## config.mk

```make
export PLATFORM = sky130hd
export DESIGN_NAME = phy_config_status_regs
export DESIGN_NICKNAME = d
export VERILOG_FILES = /design/src/logic/next_page_capture.v /design/src/logic/phy_config_status_regs.v /design/src/logic/sleep_timer.v
export VERILOG_INCLUDE_DIRS = /design/src /design/src/logic
export SDC_FILE = /design/constraint.sdc
export NUM_CORES = 1
export LEC_CHECK = 0
export CAP_MARGIN = 40
export CORE_MARGIN = 2
export CORE_UTILIZATION = 56
export CTS_CLUSTER_DIAMETER = 40
export DETAILED_ROUTE_END_ITERATION = 10
export DONT_BUFFER_PORTS = 1
export PLACE_DENSITY = 0.74
export SLEW_MARGIN = 0
export SYNTH_ARGS = -nofsm -noshare
export SYNTH_HDL_FRONTEND = slang
export SYNTH_SLANG_ARGS = --single-unit
```

## constraint.sdc

```tcl
create_clock -name clk -period 4.8 [get_ports clk]
set_input_delay 0.24 -clock clk [delete_from_list [all_inputs] [get_ports clk]]
set_output_delay 0.24 -clock clk [all_outputs]
set_load 0.05 [all_outputs]
```

## src/logic/phy_regs_map.vh

```
`ifndef PHY_REGS_MAP_VH
`define PHY_REGS_MAP_VH

// ***************************************************
// register addresses on the management port
// ***************************************************
`define ADDR_PARTNER_NEXT_PAGE_RX 5'h08
`define ADDR_PORT_CONFIGURATION   5'h10
`define ADDR_SECONDARY_STATUS     5'h11

// ***************************************************
// partner next-page receive fields
// ***************************************************
`define NP_MORE_BIT    15
`define NP_ACK_BIT     14
`define NP_MSG_BIT     13
`define NP_ACK2_BIT    12
`define NP_TOGGLE_BIT  11
`define NP_CODE_HI     10
`define NP_RESET       16'h0000

// ***************************************************
// port configuration fields
// ***************************************************
`define CFG_FORCE_LINK    14
`define CFG_TX_DISABLE    13
`define CFG_SCR_BYPASS    12
`define CFG_JABBER_DIS    10
`define CFG_HEARTBEAT     9
`define CFG_LOOPBACK_DIS  8
`define CFG_CRS_EXTEND    7
`define CFG_SLEEP_EN      6
`define CFG_PREAMBLE_EN   5
`define CFG_SLEEP_SEL_HI  4
`define CFG_SLEEP_SEL_LO  3
`define CFG_FAULT_EN      2
`define CFG_ALT_NP        1
`define CFG_FIBER         0
// reserved bits 15 and 11 are not stored and read as zero
`define CFG_WRITABLE      16'h77FF
`define CFG_RESET         16'h0084

// ***************************************************
// secondary status fields
// ***************************************************
`define ST2_SPEED100   14
`define ST2_TX_ACTIVE  13
`define ST2_RX_ACTIVE  12
`define ST2_COLLISION  11
`define ST2_LINK       10

// ***************************************************
// sleep timer, times in milliseconds
// ***************************************************
`define CLK_KHZ        20000
`define SLEEP_T0_MS    3040
`define SLEEP_T1_MS    2000
`define SLEEP_T2_MS    1040
`define SLEEP_T0_CYC   (`SLEEP_T0_MS * `CLK_KHZ)
`define SLEEP_T1_CYC   (`SLEEP_T1_MS * `CLK_KHZ)
`define SLEEP_T2_CYC   (`SLEEP_T2_MS * `CLK_KHZ)

`endif

```

## src/logic/next_page_capture.v

```verilog
`timescale 1ns/1ps
`include "phy_regs_map.vh"

module next_page_capture (
  // clock and reset
  input  wire        clk,
  input  wire        rst_n,
  // negotiation side
  input  wire        pageRxStrobe,
  input  wire        pageIsNext,
  input  wire [15:0] pageRxWord,
  input  wire        basePageTrue,
  input  wire        altNpEnable,
  input  wire        expansionRead,
  // register side
  output reg  [15:0] partnerWord,
  output reg         basePageFlag
);

  // ***************************************************
  // capture of the received next page word
  // ***************************************************
  // word is kept verbatim, so every field mirrors the partner
  always @(posedge clk or negedge rst_n) begin
    if (!rst_n) begin
      partnerWord <= `NP_RESET;
    end else if (pageRxStrobe && pageIsNext) begin
      partnerWord <= pageRxWord;
    end
  end

  // ***************************************************
  // latching base page flag
  // ***************************************************
  // set wins over the clear of a read in the same cycle
  always @(posedge clk or negedge rst_n) begin
    if (!rst_n) begin
      basePageFlag <= 1'b0;
    end else if (altNpEnable && basePageTrue) begin
      basePageFlag <= 1'b1;
    end else if (expansionRead || !altNpEnable) begin
      basePageFlag <= 1'b0;
    end
  end

endmodule // next_page_capture

```

## src/logic/phy_config_status_regs.v

```verilog
// Function
// next-page register bit 15 shows partner has more next pages.
// bit 14 shows partner acknowledged our link code word.
// bit 13 message-page flag; bits 10:0 message code or user data.
// bit 12 shows partner can comply with the message.
// bit 11 shows partner toggle bit as received.
// config bit 14 forces link state to pass.
// config bit 13 disables the twisted-pair transmitter.
// config bit 12 bypasses scrambler and descrambler at 100 Mbps.
// config bit 10 disables jabber correction in 10 Mbps.
// heartbeat generated in 10 Mbps only when config bit 9 set.
// config bit 8 suppresses half-duplex twisted-pair loopback in 10 Mbps.
// config bit 7 extends carrier sense to data valid end in 10 Mbps.
// config bit 6 enables sleep; bits 4:3 pick 3.04, 2.00, 1.04 seconds.
// sleep enable bit loaded from sleep strap pin at reset.
// config bit 5 gives preamble with carrier; always at 100 Mbps.
// far-end fault sent only while config bit 2 set; reset one.
// config bit 1 enables alternate next page and base-page flag.
// config bit 0 selects fiber; reset from fiber-select strap.
// status bit 14 set while running 100BASE-TX.
// status bit 13 set while transmitting a packet.
// status bit 12 set while receiving a packet.
// status bit 11 set while a collision occurs.
// base-page flag latches high when a base page was received.
// writes to read-only registers and fields are ignored.
// host writes zero to reserved config bits 15 and 11.
`timescale 1ns/1ps
`include "phy_regs_map.vh"

module phy_config_status_regs #(
  parameter        CNT_W     = 27,
  parameter [26:0] SLEEP_T0  = `SLEEP_T0_CYC,
  parameter [26:0] SLEEP_T1  = `SLEEP_T1_CYC,
  parameter [26:0] SLEEP_T2  = `SLEEP_T2_CYC
) (
  // clock and reset
  input  wire        clk,
  input  wire        rst_n,
  // management register port
  input  wire [4:0]  mgmtAddr,
  input  wire        mgmtWrite,
  input  wire        mgmtRead,
  input  wire [15:0] mgmtWrData,
  output reg  [15:0] mgmtRdData,
  output reg         mgmtRdValid,
  // strap pins
  input  wire        sleepStrap,
  input  wire        fiber_select_strap,
  // negotiation engine
  input  wire        pageRxStrobe,
  input  wire        pageIsNext,
  input  wire [15:0] pageRxWord,
  input  wire        basePageTrue,
  input  wire        expansionRead,
  output reg         basePageFlag,
  output reg         altNpEnable,
  // line and media status
  input  wire        speed100,
  input  wire        fullDuplex,
  input  wire        linkRaw,
  input  wire        lineIdle,
  input  wire        txActive,
  input  wire        rxActive,
  input  wire        collision,
  // receive path
  input  wire        crsIn,
  input  wire        rxFrameIn,
  output reg         crsOut,
  output reg         rxDvOut,
  // transmit path and 10 Mbps functions
  input  wire        sqeRequest,
  output reg         linkStatus,
  output reg         txDisable,
  output reg         scramblerBypass,
  output reg         jabberDisable,
  output reg         heartbeatPulse,
  output reg         loopbackDisable,
  output reg         fefiEnable,
  output reg         fiberMode,
  output reg         sleepActive
);

  // ***************************************************
  // storage
  // ***************************************************
  reg  [15:0]      portConfig;
  reg              strapPending;
  reg  [3:0]       statusBits;
  reg  [CNT_W-1:0] sleepLimit;
  wire [15:0]      partnerWord;
  wire             basePageInt;
  wire             sleepInt;
  wire             cfgWrite;
  reg  [15:0]      next_rdData;
  reg              next_crs;
  reg              next_rxDv;

  // the only writable register is the port configuration
  assign cfgWrite = mgmtWrite && (mgmtAddr == `ADDR_PORT_CONFIGURATION);

  // ***************************************************
  // port configuration register
  // ***************************************************
  // a constant under reset; straps are taken on the first edge
  // after release so reset never loads a pin value directly
  always @(posedge clk or negedge rst_n) begin
    if (!rst_n) begin
      portConfig   <= `CFG_RESET;
      strapPending <= 1'b1;
    end else begin
      strapPending <= 1'b0;
      if (cfgWrite) begin
        portConfig <= mgmtWrData & `CFG_WRITABLE;
      end else if (strapPending) begin
        portConfig[`CFG_SLEEP_EN] <= sleepStrap;
        portConfig[`CFG_FIBER]    <= fiber_select_strap;
      end
    end
  end

  // ***************************************************
  // sleep period selection
  // ***************************************************
  // code 11 is unused; it disables the timer instead of guessing
  always @* begin
    case (portConfig[`CFG_SLEEP_SEL_HI:`CFG_SLEEP_SEL_LO])
      2'b00:   sleepLimit = SLEEP_T0[CNT_W-1:0];
      2'b01:   sleepLimit = SLEEP_T1[CNT_W-1:0];
      2'b10:   sleepLimit = SLEEP_T2[CNT_W-1:0];
      default: sleepLimit = {CNT_W{1'b0}};
    endcase
  end

  sleep_timer #(
    .CNT_W    (CNT_W)
  ) u_sleep (
    .clk      (clk),
    .rst_n    (rst_n),
    .enable   (portConfig[`CFG_SLEEP_EN]),
    .lineIdle (lineIdle),
    .limit    (sleepLimit),
    .sleeping (sleepInt)
  );

  // ***************************************************
  // partner next page and base page flag
  // ***************************************************
  next_page_capture u_np (
    .clk           (clk),
    .rst_n         (rst_n),
    .pageRxStrobe  (pageRxStrobe),
    .pageIsNext    (pageIsNext),
    .pageRxWord    (pageRxWord),
    .basePageTrue  (basePageTrue),
    .altNpEnable   (portConfig[`CFG_ALT_NP]),
    .expansionRead (expansionRead),
    .partnerWord   (partnerWord),
    .basePageFlag  (basePageInt)
  );

  // ***************************************************
  // secondary status sampling
  // ***************************************************
  // levels only; no latching, they follow the line one clock late
  always @(posedge clk or negedge rst_n) begin
    if (!rst_n) begin
      statusBits <= 4'h0;
    end else begin
      statusBits[3] <= speed100;
      statusBits[2] <= txActive;
      statusBits[1] <= rxActive;
      statusBits[0] <= collision;
    end
  end

  // ***************************************************
  // receive path qualifiers
  // ***************************************************
  // preamble passes whenever enabled or at 100 Mbps; carrier
  // extension only applies to 10 Mbps reception
  always @* begin
    if (speed100 || portConfig[`CFG_PREAMBLE_EN]) begin
      next_rxDv = crsIn | rxFrameIn;
    end else begin
      next_rxDv = rxFrameIn;
    end
    next_crs = crsIn;
    if (!speed100 && portConfig[`CFG_CRS_EXTEND] && rxDvOut && next_rxDv) begin
      next_crs = 1'b1;
    end
  end

  // ***************************************************
  // control outputs
  // ***************************************************
  // all registered so the core sees glitch-free controls
  always @(posedge clk or negedge rst_n) begin
    if (!rst_n) begin
      linkStatus      <= 1'b0;
      txDisable       <= 1'b0;
      scramblerBypass <= 1'b0;
      jabberDisable   <= 1'b0;
      heartbeatPulse  <= 1'b0;
      loopbackDisable <= 1'b0;
      fefiEnable      <= 1'b0;
      fiberMode       <= 1'b0;
      altNpEnable     <= 1'b0;
      basePageFlag    <= 1'b0;
      sleepActive     <= 1'b0;
      crsOut          <= 1'b0;
      rxDvOut         <= 1'b0;
    end else begin
      linkStatus      <= linkRaw | portConfig[`CFG_FORCE_LINK];
      txDisable       <= portConfig[`CFG_TX_DISABLE];
      scramblerBypass <= portConfig[`CFG_SCR_BYPASS] & speed100;
      jabberDisable   <= portConfig[`CFG_JABBER_DIS] & ~speed100;
      heartbeatPulse  <= sqeRequest & portConfig[`CFG_HEARTBEAT] & ~speed100;
      loopbackDisable <= portConfig[`CFG_LOOPBACK_DIS] & ~speed100 & ~fullDuplex;
      fefiEnable      <= portConfig[`CFG_FAULT_EN];
      fiberMode       <= portConfig[`CFG_FIBER];
      altNpEnable     <= portConfig[`CFG_ALT_NP];
      basePageFlag    <= basePageInt;
      sleepActive     <= sleepInt;
      crsOut          <= next_crs;
      rxDvOut         <= next_rxDv;
    end
  end

  // ***************************************************
  // read multiplexer
  // ***************************************************
  // unmapped addresses answer zero rather than stale data
  always @* begin
    next_rdData = 16'h0000;
    case (mgmtAddr)
      `ADDR_PARTNER_NEXT_PAGE_RX: begin
        next_rdData = partnerWord;
      end
      `ADDR_PORT_CONFIGURATION: begin
        next_rdData = portConfig;
      end
      `ADDR_SECONDARY_STATUS: begin
        next_rdData[`ST2_SPEED100]  = statusBits[3];
        next_rdData[`ST2_TX_ACTIVE] = statusBits[2];
        next_rdData[`ST2_RX_ACTIVE] = statusBits[1];
        next_rdData[`ST2_COLLISION] = statusBits[0];
        next_rdData[`ST2_LINK]      = linkStatus;
      end
      default: begin
        next_rdData = 16'h0000;
      end
    endcase
  end

  // ***************************************************
  // read answer
  // ***************************************************
  // data holds until the next read, valid is a one-cycle pulse
  always @(posedge clk or negedge rst_n) begin
    if (!rst_n) begin
      mgmtRdData  <= 16'h0000;
      mgmtRdValid <= 1'b0;
    end else begin
      mgmtRdValid <= mgmtRead;
      if (mgmtRead) begin
        mgmtRdData <= next_rdData;
      end
    end
  end

endmodule // phy_config_status_regs

```

## src/logic/sleep_timer.v

```verilog
`timescale 1ns/1ps

module sleep_timer #(
  parameter CNT_W = 27
) (
  // clock and reset
  input  wire             clk,
  input  wire             rst_n,
  // control
  input  wire             enable,
  input  wire             lineIdle,
  input  wire [CNT_W-1:0] limit,
  // result
  output reg              sleeping
);

  reg [CNT_W-1:0] idleCount;

  // ***************************************************
  // idle counter
  // ***************************************************
  // any line activity or disable restarts the whole period
  always @(posedge clk or negedge rst_n) begin
    if (!rst_n) begin
      idleCount <= {CNT_W{1'b0}};
      sleeping  <= 1'b0;
    end else if (!enable || !lineIdle || limit == {CNT_W{1'b0}}) begin
      idleCount <= {CNT_W{1'b0}};
      sleeping  <= 1'b0;
    end else if (idleCount >= limit - 1'b1) begin
      sleeping  <= 1'b1;
    end else begin
      idleCount <= idleCount + 1'b1;
    end
  end

endmodule // sleep_timer

```

==> Word level (Yosys, flattened, before mapping) <==
Cells that the tools add are included.
{ "op_classes": {"add_sub_neg": 2, "mul": 0, "div_mod_pow": 0, "order_cmp": 1, "n_eq_ne": 6, "shifts": 0, "mux": 16, "bitwise_logic": 10, "n_reduce_logical": 19} }
{ "op_table": {"columns": ["operator", "n"], "rows": [
  ["26-bit case mux with 3 select lines", 1],
  ["27-bit two-way mux", 2],
  ["27-bit by 1-bit adder with 27-bit output, second input constant", 1],
  ["27-bit >= comparator", 1],
  ["27-bit logical NOT", 1],
  ["26-bit by 1-bit subtractor with 27-bit output, second input constant", 1],
  ["10-bit case mux with 2 select lines", 1],
  ["5-bit case mux with 3 select lines", 1],
  ["1-bit two-way mux", 11],
  ["5-bit == test, second input constant", 2],
  ["1-bit bitwise AND", 6],
  ["1-bit logical AND", 6],
  ["2-bit nonzero test", 3],
  ["5-bit by 4-bit == test with 1-bit output, second input constant", 1],
  ["1-bit logical NOT", 4],
  ["1-bit logical OR", 4],
  ["2-bit by 1-bit == test with 1-bit output, second input constant", 1],
  ["2-bit == test, second input constant", 1],
  ["2-bit logical NOT", 1],
  ["2-bit by 1-bit != test with 1-bit output, second input constant", 1],
  ["1-bit inverter", 2],
  ["1-bit bitwise OR", 2]
]} }
{ "totals": {"register_bits": 94, "latchBits": 0, "ram_bits": 0, "mem_bits_ro": 0, "input_bits": 57, "output_inout_bits": 30, "elab_cells": 77, "n_memories": 0} }

==> Depth between registers and ports, before layout <==
Gate-level depths: netlist of the first run.
{ "depth": {"depth_word": 6, "mapped_depth": 12, "ltp_nobuf": 10} }

==> Hierarchy <==
Synthesis of the first run repeated with hierarchy kept, for this count alone.
{ "unflattened": {"cells_unflattened": 512, "hier_area_um2": 5347.6} }
{ "by_module_without_submodules": {"columns": ["module", "instances", "cells_per_inst", "area_each_um2", "seq_area_each_um2"], "rows": [
  ["sleep_timer", 1, 301, 2590.0, 700.7],
  ["phy_config_status_regs", 1, 174, 2083.2, 1229.9],
  ["next_page_capture", 1, 37, 674.4, 425.4]
]} }

==> Least setup slack after synthesis of the first run <==
Ideal clock, no wire load.
{ "synth_timing": {"path_type": "reg2reg", "startpoint": "register portConfig[3]", "endpoint": "register u_sleep.idleCount[1]", "setup_time_ns": 0.132, "t_arrival_ns": 2.564, "required_ns": 4.668, "slack_ns": 2.104, "stages_incl_launch_ff": 12, "path_buffers": 2, "period_less_slack_ns": 2.696, "cell_sequence": "dfrtp_1 -> inv_1 -> ha_1 -> ha_1 -> nand4_1 -> nor4_1 -> o311ai_2 -> nand4_2 -> clkbuf_1 -> buf_2 -> mux2i_1 -> nor2_1"} }
{ "synth_between": {"elab_chain_len": 5, "word_cells_on_any_way": 10, "cone_classes": "add/sub: 1; order compare: 1; eq/ne: 3; mux: 2; reduce/logical: 3"} }
{ "synth_rtl": {"columns": ["item", "line_no", "rtl"], "rows": [
  ["start, declared", "phy_config_status_regs.v:86", "reg [15:0] portConfig;"],
  ["start signal, assigned", "phy_config_status_regs.v:108", "portConfig <= `CFG_RESET;"],
  ["start signal, assigned", "phy_config_status_regs.v:113", "portConfig <= mgmtWrData & `CFG_WRITABLE;"],
  ["start signal, assigned by index", "phy_config_status_regs.v:115", "portConfig[`CFG_SLEEP_EN] <= sleepStrap;"],
  ["2-bit == test (tied with other cells)", "phy_config_status_regs.v:126", "case (portConfig[`CFG_SLEEP_SEL_HI:`CFG_SLEEP_SEL_LO])"],
  ["26-bit case mux with 3 select lines *", "phy_config_status_regs.v:126", null],
  ["26-bit by 1-bit subtractor with 27-bit output / 27-bit logical NOT (equally long branches)", "sleep_timer.v:30, sleep_timer.v:27", null],
  ["27-bit >= comparator / 1-bit logical OR (equally long branches)", "sleep_timer.v:30, sleep_timer.v:27", null],
  ["2-bit by 1-bit != test with 1-bit output (no line) / 27-bit two-way mux (equally long branches)", null, null],
  ["end signal, assigned", "sleep_timer.v:25", "idleCount <= {CNT_W{1'b0}};"],
  ["end signal, assigned", "sleep_timer.v:28", "idleCount <= {CNT_W{1'b0}};"],
  ["end signal, assigned", "sleep_timer.v:33", "idleCount <= idleCount + 1'b1;"],
  ["end, declared", "sleep_timer.v:17", "reg [CNT_W-1:0] idleCount;"]
]} }
Every way passes the cells marked *; elsewhere a longest branch is shown, timed or not.
A chain may end at the register's enable or synchronous reset.

==> Final worst setup path of the first run <==
{ "layout_timing": {"startpoint": "register portConfig[3]", "endpoint": "register u_sleep.idleCount[8]"} }
The elaborated chain is that of the path after synthesis.

==> summary.txt, run 1 <==
Synth
  • Top FF cell, synth: sky130_fd_sc_hd__dfrtp_1
  • Net count after synthesis: 483
  • Summed instance area of the synthesized netlist: roughly 0.0044 mm2
  • Register area share after synthesis: 53.2%
  • Count of flip-flops with a built-in enable after synthesis: 0
  • Count of state elements after synthesis: 94
  • Fraction of post-synthesis cell area in the top cell type by area: 51.4%
  • Synthesis warning total: 0
  • Most numerous cell types in the synthesized netlist: sky130_fd_sc_hd__dfrtp_1 (91), sky130_fd_sc_hd__a21oi_1 (49), sky130_fd_sc_hd__mux2_2 (28)
  • Mapped Cells: 399
  • Mean post-synth cell area: 11.1 um2
  • Fraction of synthesis flops using an asynchronous set or reset pin: 100%
  • Most common cell in the netlist: sky130_fd_sc_hd__dfrtp_1
  • Number of library cell types mapped by synthesis: 42
  • Largest cells by area after synthesis: sky130_fd_sc_hd__dfrtp_1 (51%), sky130_fd_sc_hd__ha_1 (7.6%), sky130_fd_sc_hd__mux2_2 (7.1%), sky130_fd_sc_hd__a21oi_1 (5.5%), sky130_fd_sc_hd__a22oi_1 (2.5%)
  • Biggest area consumer among synthesized cells: sky130_fd_sc_hd__dfrtp_1

Drt
  • DR iter-0 viols: ~210
  • Total vias in the final route: 3,236
  • Routed length per placed instance: 18.2 um
  • Residual DRC: 0
  • Number of nets with antenna violations after routing: 0
  • First-pass DRT Iterations: 5
  • Via-per-instance ratio: 6.12
  • Total wire length after detailed routing: 9630 um

Critical path
  • Arrival time at the worst endpoint: 3.51 ns
  • Element type at the critical path start: register
  • Worst Setup Path Type: register to register
  • Start point of the critical path: portConfig[3]
  • Worst reg2reg startpoint: portConfig[3]
  • Capture point of the critical path: u_sleep.idleCount[8]
  • Type of destination of the critical path: register
  • Slack of the worst reg-to-reg path: 1.57 ns
  • Logic depth of the worst register-to-register path: 9
  • Req. time, crit path: 5.07 ns
  • Largest driver fanout on the critical path: 29
  • Critical R2R Capture: u_sleep.idleCount[8]

Finish
  • Final cell count without fillers: approximately 530
  • Post-Route Utilization: ~65%
  • Final #Nets: 506
  • Ratio of cells with drive above 1 in the final layout: 13.1%
  • Area growth from synthesis to layout: 12.6%
  • Diode insertion count for antenna repair: 0
  • Number of fill cells: 600

Power
  • Fraction of power spent switching nets: a little under a third
  • Gate power share: 11.0%
  • Worst IR drop on VDD: 0.295 mV
  • Power Dens Cells: approximately 330 mW/mm2
  • Total leakage power: 2.13 nW
  • Net load switching power: slightly above 500 uW
  • Clock Power Share: between 20% and 30%
  • Sequential share of power: 59.2%
  • Total power draw: 1.67 mW
  • Cell-internal power: ~1.2 mW

Floorplanning
  • DIE WIDTH: just over 90 um
  • Number of standard-cell rows in the floorplan: 32
  • Die outline height: between 90 and 100 um
  • Area of the die: 0.00864 mm2
  • I/O Pins: 87
  • Effective utilization at floorplan: ~58%
  • Placeable core region: 0.00769 mm2

Clock tree
  • Longest Clk Path Bufs: 2
  • Number of levels the H-tree was split into: 3
  • Source-to-sink clock delay at the later pin of the worst-skew pair: 0.36 ns
  • Number of clock buffers inserted by TritonCTS: 9
  • Post_cts resized: 0
  • Clock tree from TritonCTS: yes
  • CTS Hold Buffers Added: 15
  • CTS Root Cell: sky130_fd_sc_hd__clkbuf_8
  • Clock transition at the registers of the reported paths: 0.09 ns
  • Post-CTS setup buffer count: 0
  • CTS Sinks: 94

Timing
  • Final hold violation count: 0
  • Max Clock Freq: 0.309 GHz
  • Final setup fails: 0
  • Final number of max-transition violations: 0
  • Min Hold Slack: approximately 0.024 ns
  • Time the worst path needs with I/O delays and setup: 3.23 ns
  • Layout Skew: 0.0118 ns
  • Worst-Margin Slew: 0.813 ns
  • Fraction of the cycle the final worst path needs: 67.4%
  • Worst slew slack as a fraction of its limit: 45.7%
  • Final TNS setup: 0 ns
  • RSZ-0062 raised after global routing: no

Min path
  • Hold/Removal Path Class: input port to register
  • Number of cells on the worst hold path: 1

Placement
  • I/O Buffers: 0
  • GP Congestion: 0.777
  • Detailed Place HPWL: ~6300 um
  • Number of placed instances, taps included: approximately 490

GRT
  • Number of antenna violations at the first check in global routing: 0
  • Aggregate global-route resource usage: 23.3%
  • Maximum number of pins on one net before global-route repair: 95
  • Global-route congestion overflow total: 0
  • Global-route wire length before repair: roughly 16,000 um
  • Number of global-route vias before repair: 3,207

Outcome
  • Outcome: complete, no violations

Run
  • Max capacitance violation total: 0
## cell type report
class                      count  area [um2]  area share [%]
timing repair buffer          30         315            6.32
multi-input combinational    277        1960            39.4
clock buffer                   9         124            2.48
sequential                    94        2360            47.2
inverter                      10        37.5           0.753
tap                          102         128            2.56
clock inverter                 7        62.6            1.25
## per-layer routing
| metal | wire (um) | global-route usage [%] |
|---|---|---|
| met3 | 597 | 6.27 |
| met5 | 0 | 0 |
| met2 | 4740 | 35.4 |
| met4 | 201 | 8.58 |
| met1 | 4090 | 32.3 |
## sequential cells by signal, summed over array words and instances (netlist names), 4 cells and up
name               flops
portConfig            14
mgmtRdData            16
u_np.partnerWord      16
u_sleep.idleCount     27
statusBits             4
## worst max-delay path: stages, from the launching register on
cell	delay [ns]
sky130_fd_sc_hd__dfrtp_1	0.48
sky130_fd_sc_hd__inv_1	0.14
sky130_fd_sc_hd__ha_1	0.38
sky130_fd_sc_hd__ha_1	0.21
sky130_fd_sc_hd__a21o_1	0.20
sky130_fd_sc_hd__o311ai_2	0.31
sky130_fd_sc_hd__nand4_2	0.46
sky130_fd_sc_hd__buf_4	0.40
sky130_fd_sc_hd__or4_1	0.42
sky130_fd_sc_hd__a21oi_1	0.15
## through the flow
stage	area, um2	worst slack (ns)
2_1_floorplan	4430	2.10
3_3_place_gp	4510	1.62
3_5_place_dp	4520	1.56
4_1_cts	4880	1.53
5_1_grt	4990	1.29
6_report	4990	1.57
## kinds of logic (layout without fill, tap and decap cells)
logic type	Yosys count	count (layout)	share of synthesized area (%)
buffers and inverters	28	56	2.46
AOI/OAI and AO/OA	102	102	13.6
adders and majority gates	27	27	7.63
and+or+nand+nor	111	111	14.0
xor gates and xnor gates	1	1	0.198
muxes	35	35	8.81
DFF	94	94	53.2
other	1	1	0.0847
## worst min-delay path by stage
stage | endpoint | slack, ns | start
6_report | u_np.partnerWord[5] | 0.02 | pageRxWord[5]
5_1_grt | u_np.partnerWord[6] | 0.001 | pageRxWord[6]
4_1_cts | portConfig[10] | 0.001 | mgmtWrData[10]
3_5_place_dp | u_sleep.idleCount[19] | -0.05 | rst_n
3_3_place_gp | u_sleep.idleCount[20] | -0.05 | rst_n
2_1_floorplan | altNpEnable | -0.06 | rst_n
## power groups by stage
stage                     clock network [mW]  logic, mW  registers, mW
final                                  0.498      0.184          0.988
after global routing                   0.549      0.209          0.998
after CTS                              0.510      0.177          0.987
after detailed placement                   0      0.146           1.00
after global placement                     0      0.136          0.999
after floorplan                            0      0.120          0.986
## placed cells by master, fill, tap and decap left out, types with 2 or more instances in the layout
cell type / instances
sky130_fd_sc_hd__dfstp_2: 3
sky130_fd_sc_hd__and3_1: 5
sky130_fd_sc_hd__clkinv_4: 2
sky130_fd_sc_hd__or3_1: 17
sky130_fd_sc_hd__nand4_1: 13
sky130_fd_sc_hd__a22oi_1: 15
sky130_fd_sc_hd__dfrtp_1: 91
sky130_fd_sc_hd__and2_1: 3
sky130_fd_sc_hd__inv_8: 2
sky130_fd_sc_hd__mux2_2: 28
sky130_fd_sc_hd__nor3_1: 2
sky130_fd_sc_hd__and4_1: 2
sky130_fd_sc_hd__ha_1: 27
sky130_fd_sc_hd__nor2_1: 25
sky130_fd_sc_hd__or4_1: 7
sky130_fd_sc_hd__nor2b_1: 3
sky130_fd_sc_hd__a21o_1: 3
sky130_fd_sc_hd__buf_4: 3
sky130_fd_sc_hd__nand3_1: 13
sky130_fd_sc_hd__o31ai_1: 7
sky130_fd_sc_hd__nand2_1: 10
sky130_fd_sc_hd__nand2b_1: 2
sky130_fd_sc_hd__nor4_1: 3
sky130_fd_sc_hd__dlygate4sd3_1: 25
sky130_fd_sc_hd__inv_6: 2
sky130_fd_sc_hd__mux2i_1: 3
sky130_fd_sc_hd__o21ai_0: 22
sky130_fd_sc_hd__clkbuf_8: 9
sky130_fd_sc_hd__a21oi_1: 49
sky130_fd_sc_hd__inv_1: 10
sky130_fd_sc_hd__mux2_1: 4
No activity file was read; power rests on OpenSTA's default activity.
==> run 2: changes to the inputs <==
clock period = 3.3 ns   (was 4.8 ns; I/O delays follow)
==> run 2 against run 1 <==
Compared with the run above:
- die area stayed put
- maximum frequency is 13% higher
- wire length is 1.5% higher
- critical path depth is 1 higher
- combinational power is 57% higher
- worst setup slack worse by 1.1 ns
- hold slack worse by 0.0022 ns
- total power is 48% higher
- final area is 4.2% higher
- first-iteration DRC count is 5.1% higher
- clock skew hardly changed
- critical path type unchanged
- critical endpoint is now u_sleep.idleCount[23]
- largest power group unchanged
==> summary.txt, run 2 (same netlist as run 1, synthesis figures left out) <==
Outcome
  • Outcome: complete, no violations

Floorplanning
  • Effective utilization at floorplan: 57.6%
  • Placeable core region: around 0.0077 mm2
  • Number of standard-cell rows in the floorplan: 32
  • Die outline height: 92.9 um
  • DIE WIDTH: 92.9 um
  • I/O Pins: 87
  • Area of the die: 0.00864 mm2

Drt
  • Residual DRC: 0
  • Routed length per placed instance: 17.8 um
  • Total wire length after detailed routing: 9770 um
  • Number of nets with antenna violations after routing: 0
  • First-pass DRT Iterations: 4
  • Via-per-instance ratio: 6.07
  • Total vias in the final route: 3,334
  • DR iter-0 viols: 225

Power
  • Power Dens Cells: 475 mW/mm2
  • Worst IR drop on VDD: 0.398 mV
  • Total leakage power: 2.22 nW

Clock tree
  • Clock transition at the registers of the reported paths: 0.10 ns
  • CTS Sinks: 94
  • Source-to-sink clock delay at the later pin of the worst-skew pair: 0.37 ns
  • Number of clock buffers inserted by TritonCTS: 9
  • Clock tree from TritonCTS: yes
  • CTS Root Cell: sky130_fd_sc_hd__clkbuf_8
  • Longest Clk Path Bufs: 2
  • Number of levels the H-tree was split into: 3

Critical path
  • Element type at the critical path start: register
  • Type of destination of the critical path: register
  • Largest driver fanout on the critical path: 32
  • Arrival time at the worst endpoint: 3.14 ns
  • Logic depth of the worst register-to-register path: 10
  • Req. time, crit path: 3.58 ns
  • Worst Setup Path Type: register to register

GRT
  • Global-route wire length before repair: 15,900 um
  • Global-route congestion overflow total: 0
  • Peak-usage layer in the global routing report: met2
  • Maximum number of pins on one net before global-route repair: 95
  • Aggregate global-route resource usage: 23.6%
  • Met3 global-route usage: 4.48%
  • Global routing met2 resource utilization: 36.7%
  • Number of global-route vias before repair: 3,282
  • Number of antenna violations at the first check in global routing: 0
  • GR Util met1: 32.6%

Finish
  • Diode insertion count for antenna repair: 0
  • Top reg by flops: u_sleep.idleCount
  • Final #Nets: around 530
  • Number of flip-flops under the largest register name: 27
  • Largest registers in the final layout: u_sleep.idleCount x27, mgmtRdData x16, u_np.partnerWord x16
  • Ratio of cells with drive above 1 in the final layout: 13.0%
  • Commonest non-fill, non-tap cell in the layout: sky130_fd_sc_hd__dfrtp_1
  • Area growth from synthesis to layout: 17.3%
  • Leading cell types in the layout, fill and taps excluded: sky130_fd_sc_hd__dfrtp_1 (91), sky130_fd_sc_hd__a21oi_1 (49), sky130_fd_sc_hd__dlygate4sd3_1 (43), sky130_fd_sc_hd__mux2_2 (28), sky130_fd_sc_hd__ha_1 (27)

Timing
  • Minimum setup slack in the final design: 0.442 ns
  • Time the worst path needs with I/O delays and setup: 2.86 ns
  • Final number of max-transition violations: 0
  • Fraction of the cycle the final worst path needs: 86.6%
  • Max Clock Freq: 0.350 GHz
  • Final TNS setup: 0 ns
  • Worst-Margin Slew: 0.733 ns
  • Final setup fails: 0
  • Layout Skew: 0.0122 ns
  • Final hold violation count: 0
  • RSZ-0062 raised after global routing: no
  • Worst slew slack as a fraction of its limit: 51.0%

Placement
  • GP Congestion: between 0.8 and 0.9
  • Placement-stage worst setup slack: 0.459 ns
  • I/O Buffers: 0
  • Detailed Place HPWL: 6200 um

Min path
  • Hold/Removal Path Class: input port to register
  • Number of cells on the worst hold path: 2

Run
  • Max capacitance violation total: 0
run 2: layout make-up:
class / count / area (um2)
fillers: 551 / 2490
clock buffers: 9 / 124
multi-input cells: 277 / 1960
repair buffers: 50 / 523
well taps: 102 / 128
clock inverters: 7 / 65.1
inverters: 10 / 37.5
flip-flops and latches: 94 / 2360
run 2: routing by layer:
layer | vias up | wire (um)
met2 | 112 | 4870
met3 | 16 | 512
met5 | - | 0
li1 | 1573 | -
met4 | 0 | 215
met1 | 1633 | 4170
run 2: timing repair:
| item | in CTS | in global routing |
|---|---|---|
| setup buffers | 0 | 0 |
| endpoints found under the hold margin | 153 | 0 |
| gates resized for setup | 0 | 0 |
| hold buffers | 44 | 0 |
run 2: path summary, 6_finish.rpt:
| kind | end | startpoint | slack [ns] |
|---|---|---|---|
| min in group asynchronous | portConfig[6] | rst_n | 0.39 |
| max in group asynchronous | portConfig[7] | rst_n | 2.55 |
| min reg2reg | basePageFlag | u_np.basePageFlag | 0.37 |
| max reg2reg | u_sleep.idleCount[23] | portConfig[4] | 0.44 |
| min | heartbeatPulse | speed100 | 0.02 |
| max | u_sleep.idleCount[23] | portConfig[4] | 0.44 |
run 2: where the power goes:
group	switching [mW]	internal [mW]	total [mW]
clock	0.450	0.294	0.744
sequential	0.186	1.25	1.44
combinational	0.142	0.147	0.289
run 2: per-stage QoR:
step                      hold slack [ns]  cell area [um2]  total power [mW]  cells  utilization (%)
final                              0.0214             5200              2.47    549             67.6
after global routing               0.0178             5200              2.57    549             67.6
after CTS                          0.0145             5180              2.48    548             67.4
after detailed placement           -0.126             4540              1.67    488             59.0
after global placement             -0.127             4540              1.65    488             59.0
after floorplan                    -0.131             4430              1.61    399                -
run 2: critical path: stages, from the launching register on:
cell,delay [ns]
sky130_fd_sc_hd__dfrtp_1,0.48
sky130_fd_sc_hd__inv_1,0.13
sky130_fd_sc_hd__ha_1,0.27
sky130_fd_sc_hd__ha_1,0.32
sky130_fd_sc_hd__a21oi_1,0.15
sky130_fd_sc_hd__o21ai_0,0.15
sky130_fd_sc_hd__a22oi_1,0.25
sky130_fd_sc_hd__nand4_2,0.18
sky130_fd_sc_hd__buf_12,0.20
sky130_fd_sc_hd__or4b_1,0.50
sky130_fd_sc_hd__a21oi_1,0.15
==> run 3: changes to the inputs <==
GPL_ROUTABILITY_DRIVEN = 0   (was unset)
SYNTH_HIERARCHICAL = 1   (was unset)
==> run 3 against run 2 <==
Compared with the run above:
- the run now ends with negative setup slack left
- first-iteration DRC count fell by 14%
- final area rose by 34%
- sequential cell count did not move
- sequential share of layout area fell by 11 points
- critical path depth rose by 9
- clock-buffer cell count rose by 1
- maximum frequency fell by 33%
- register-to-register slack got worse by 1.4 ns
- hold slack improved by 0.0081 ns
- via count rose by 30%
- sequential power fell by 3%
- area after synthesis rose by 21%
- critical endpoint is now u_sleep/idleCount[25]
==> summary.txt, run 3 <==
Outcome
  • Outcome: complete, but fails checks
  • Failing checks: negative setup slack

Power
  • Net load switching power: around 900 uW
  • Total leakage power: 3.05 nW
  • Clock Power Share: between 20% and 30%
  • Fraction of power spent switching nets: 31.0%
  • Worst IR drop on VDD: 0.271 mV
  • Sequential share of power: a little under half
  • Power Dens Cells: 418 mW/mm2
  • Gate power share: 22.9%
  • Total power draw: 2.90 mW
  • Cell-internal power: 2.00 mW

Timing
  • Time the worst path needs with I/O delays and setup: about 4.3 ns
  • Final setup fails: 28
  • Fraction of the cycle the final worst path needs: 130%
  • RSZ-0062 raised after global routing: yes
  • Worst slew slack as a fraction of its limit: 39.8%
  • Layout Skew: 0.00857 ns
  • Worst-Margin Slew: 0.899 ns
  • Max Clock Freq: 0.234 GHz
  • Final hold violation count: 0
  • Final number of max-transition violations: 0
  • Minimum setup slack in the final design: -0.980 ns

Synth
  • Share of the synthesized netlist area taken by xor and xnor gates: 5.90%
  • Simple logic cell fraction of the synthesized area: between 20% and 30%
  • Count of state elements after synthesis: 94
  • Fraction of synthesis flops using an asynchronous set or reset pin: 100%
  • Mapped Cells: roughly 500
  • Mean post-synth cell area: 10.4 um2
  • Post-synthesis compound-gate area fraction: 7.67%
  • Count of flip-flops with a built-in enable after synthesis: 0
  • Synthesis warning total: 6
  • Fraction of post-synthesis cell area in the top cell type by area: 42.6%
  • Mux cell area share after synthesis: ~8.3%
  • Biggest area consumer among synthesized cells: sky130_fd_sc_hd__dfrtp_1
  • Most numerous cell types in the synthesized netlist: sky130_fd_sc_hd__dfrtp_1 (91), sky130_fd_sc_hd__nand3_1 (39), sky130_fd_sc_hd__nor2_1 (38)
  • Register area share after synthesis: between 40% and 50%
  • Number of library cell types mapped by synthesis: 65
  • Most common cell in the netlist: sky130_fd_sc_hd__dfrtp_1
  • Dominant combinational cell family by area after synthesis: simple AND/OR/NAND/NOR gates
  • Summed instance area of the synthesized netlist: 0.00535 mm2
  • Top FF cell, synth: sky130_fd_sc_hd__dfrtp_1
  • Largest cells by area after synthesis: sky130_fd_sc_hd__dfrtp_1 (43%), sky130_fd_sc_hd__ha_1 (8.2%), sky130_fd_sc_hd__mux2_4 (4.5%), sky130_fd_sc_hd__xnor2_1 (4.3%), sky130_fd_sc_hd__nand3_1 (3.6%)
  • Synth Area in Adders: between 8 and 9%

Min path
  • Worst hold start: sleepStrap
  • Worst-case hold path end point: portConfig[6]
  • Hold/Removal Path Class: input port to register
  • Number of cells on the worst hold path: 2

Critical path
  • Largest driver fanout on the critical path: 5
  • Worst Setup Path Type: register to register
  • Type of destination of the critical path: register
  • CP max stage delay: 0.55 ns
  • Req. time, crit path: 3.58 ns
  • CP most frequent cell: sky130_fd_sc_hd__nor2_4
  • Critical R2R Capture: u_sleep/idleCount[25]
  • Element type at the critical path start: register
  • CP Buf/Inv Count: 2
  • Worst reg2reg startpoint: portConfig[3]
  • Logic depth of the worst register-to-register path: 19
  • Cell with the largest stage delay on the worst path: sky130_fd_sc_hd__or4_4
  • Gate family responsible for the most delay along the worst path: simple AND/OR/NAND/NOR gates
  • Arrival time at the worst endpoint: ~4.6 ns
  • Critical Path, Cell by Cell: ha_2, nor2_4, nor2_4, or4_4, nor3_4, nand2_2, buf_4, nor2_4, nand3b_1, xor2_1, ha_1, nand4_1, buf_4, nor2_1, a22oi_2, nand3_2, or4_4, or3_4, a21oi_2
  • Slack of the worst reg-to-reg path: -0.98 ns

GRT
  • Aggregate global-route resource usage: 26.7%
  • Maximum number of pins on one net before global-route repair: 95
  • Global-route congestion overflow total: 0
  • Number of global-route vias before repair: 4,414
  • Number of antenna violations at the first check in global routing: 0
  • Global-route wire length before repair: 21,400 um

Floorplanning
  • Placeable core region: 0.00924 mm2
  • DIE WIDTH: roughly 100 um
  • Die outline height: ~100 um
  • Effective utilization at floorplan: 57.9%
  • I/O Pins: 87
  • Number of standard-cell rows in the floorplan: 35
  • Area of the die: roughly 0.010 mm2

Drt
  • Residual DRC: 0
  • Total vias in the final route: 4,350
  • Via-per-instance ratio: 5.69
  • First-pass DRT Iterations: 6
  • Routed length per placed instance: 17.7 um
  • Total wire length after detailed routing: 13,500 um
  • Number of nets with antenna violations after routing: 0
  • DR iter-0 viols: 194

Finish
  • Final cell count without fillers: 764
  • Leading cell types in the layout, fill and taps excluded: sky130_fd_sc_hd__dfrtp_1 (90), sky130_fd_sc_hd__dlygate4sd3_1 (43), sky130_fd_sc_hd__nand3_1 (38), sky130_fd_sc_hd__nand2_1 (35), sky130_fd_sc_hd__conb_1 (35)
  • Final #Nets: 722
  • Top reg by flops: u_sleep/idleCount
  • Number of flip-flops under the largest register name: 27
  • Commonest non-fill, non-tap cell in the layout: sky130_fd_sc_hd__dfrtp_1
  • Ratio of cells with drive above 1 in the final layout: 24.3%
  • Number of fill cells: 569
  • Largest registers in the final layout: u_sleep/idleCount x27, mgmtRdData x16, u_np/partnerWord x16
  • Diode insertion count for antenna repair: 0
  • Area growth from synthesis to layout: 29.8%

Clock tree
  • Source-to-sink clock delay at the later pin of the worst-skew pair: 0.36 ns
  • CTS Sinks: 94
  • Clock tree from TritonCTS: yes
  • Longest Clk Path Bufs: 2
  • Clock transition at the registers of the reported paths: 0.09 ns
  • CTS Root Cell: sky130_fd_sc_hd__clkbuf_8
  • Number of levels the H-tree was split into: 3
  • Number of clock buffers inserted by TritonCTS: 9

Placement
  • I/O Buffers: 0
  • Number of placed instances, taps included: ~700
  • Detailed Place HPWL: 8680 um

Run
  • Max capacitance violation total: 0
run 3: cell count changes after synthesis, moves of 12 or more:
cell	change
sky130_fd_sc_hd__a21oi_1	-23
sky130_fd_sc_hd__clkbuf_1	-12
sky130_fd_sc_hd__mux2_4	+16
sky130_fd_sc_hd__a22oi_1	-13
sky130_fd_sc_hd__o21ai_0	-14
sky130_fd_sc_hd__xnor2_1	+26
sky130_fd_sc_hd__or3_1	-12
sky130_fd_sc_hd__mux2_2	-16
sky130_fd_sc_hd__nand2b_1	+15
sky130_fd_sc_hd__nand3_1	+26
sky130_fd_sc_hd__nor2_1	+13
sky130_fd_sc_hd__nor3_1	+13
sky130_fd_sc_hd__nand2_1	+27
run 3: layer usage:
metal  share of wire, %  vias up  track usage, %
met5                  0        -               0
met4                2.2        0            9.67
met3                6.5       33            8.21
met2                 52      148            45.4
met1                 39     2131            31.8
li1                   -     2038               -
run 3: worst max path at each step:
stage / slack, ns / from / depth (start not counted) / end
after global routing: -1.18 / portConfig[4] / 22 / u_sleep/idleCount[17]
after CTS: -0.95 / portConfig[3] / 19 / u_sleep/idleCount[25]
after detailed placement: -1.07 / portConfig[4] / 20 / u_sleep/idleCount[16]
after floorplan: -0.83 / portConfig[3] / 18 / u_sleep/idleCount[25]
final: -0.98 / portConfig[3] / 19 / u_sleep/idleCount[25]
after global placement: -0.95 / portConfig[4] / 20 / u_sleep/idleCount[14]
run 3: layout make-up:
class	count	area, um2	share of cell area [%]
Inverter	16	60.1	0.865
Multi-Input combinational cell	422	3290	47.4
Timing Repair Buffer	87	848	12.2
Tap cell	129	161	2.33
Clock buffer	10	128	1.84
Clock inverter	6	92.6	1.33
Sequential cell	94	2360	34.0
run 3: per-stage QoR:
stage          area (um2)  setup WS, ns  setup TNS, ns  hold WS (ns)  utilization (%)
3_5_place_dp         5850         -1.07         -25.20        -0.128             63.4
6_report             6940        -0.980         -23.76        0.0295             75.1
3_3_place_gp         5850        -0.947         -21.68        -0.128             63.4
5_1_grt              6940         -1.18         -29.51        0.0215             75.1
2_1_floorplan        5580        -0.827         -19.66        -0.131                -
4_1_cts              6760        -0.950         -23.47       0.00630             73.2
run 3: power by group through the flow:
stage,clock network (mW),logic [mW],registers [mW]
global placement,0,0.522,1.40
global route,0.910,0.728,1.40
CTS,0.860,0.648,1.38
detailed placement,0,0.537,1.41
finish,0.853,0.664,1.39
floorplan,0,0.418,1.38
run 3: cell families (layout without fill, tap and decap cells):
group                      Yosys count  count (layout)
buffers and inverters               30             119
muxes                               35              35
other                                1              35
and+or+nand+nor                    218             218
xor gates and xnor gates            36              36
adders and majority gates           35              35
AOI/OAI and AO/OA                   63              63
DFF                                 94              94
run 3: timing repair:
item | in CTS | in global routing
hold buffers | 44 | 0
pin swaps | 15 | 15
endpoints found under the hold margin | 153 | 0
setup endpoints to repair | 28 | 28
gates resized for setup | 29 | 26
setup buffers | 12 | 6
gates cloned | 1 | 0
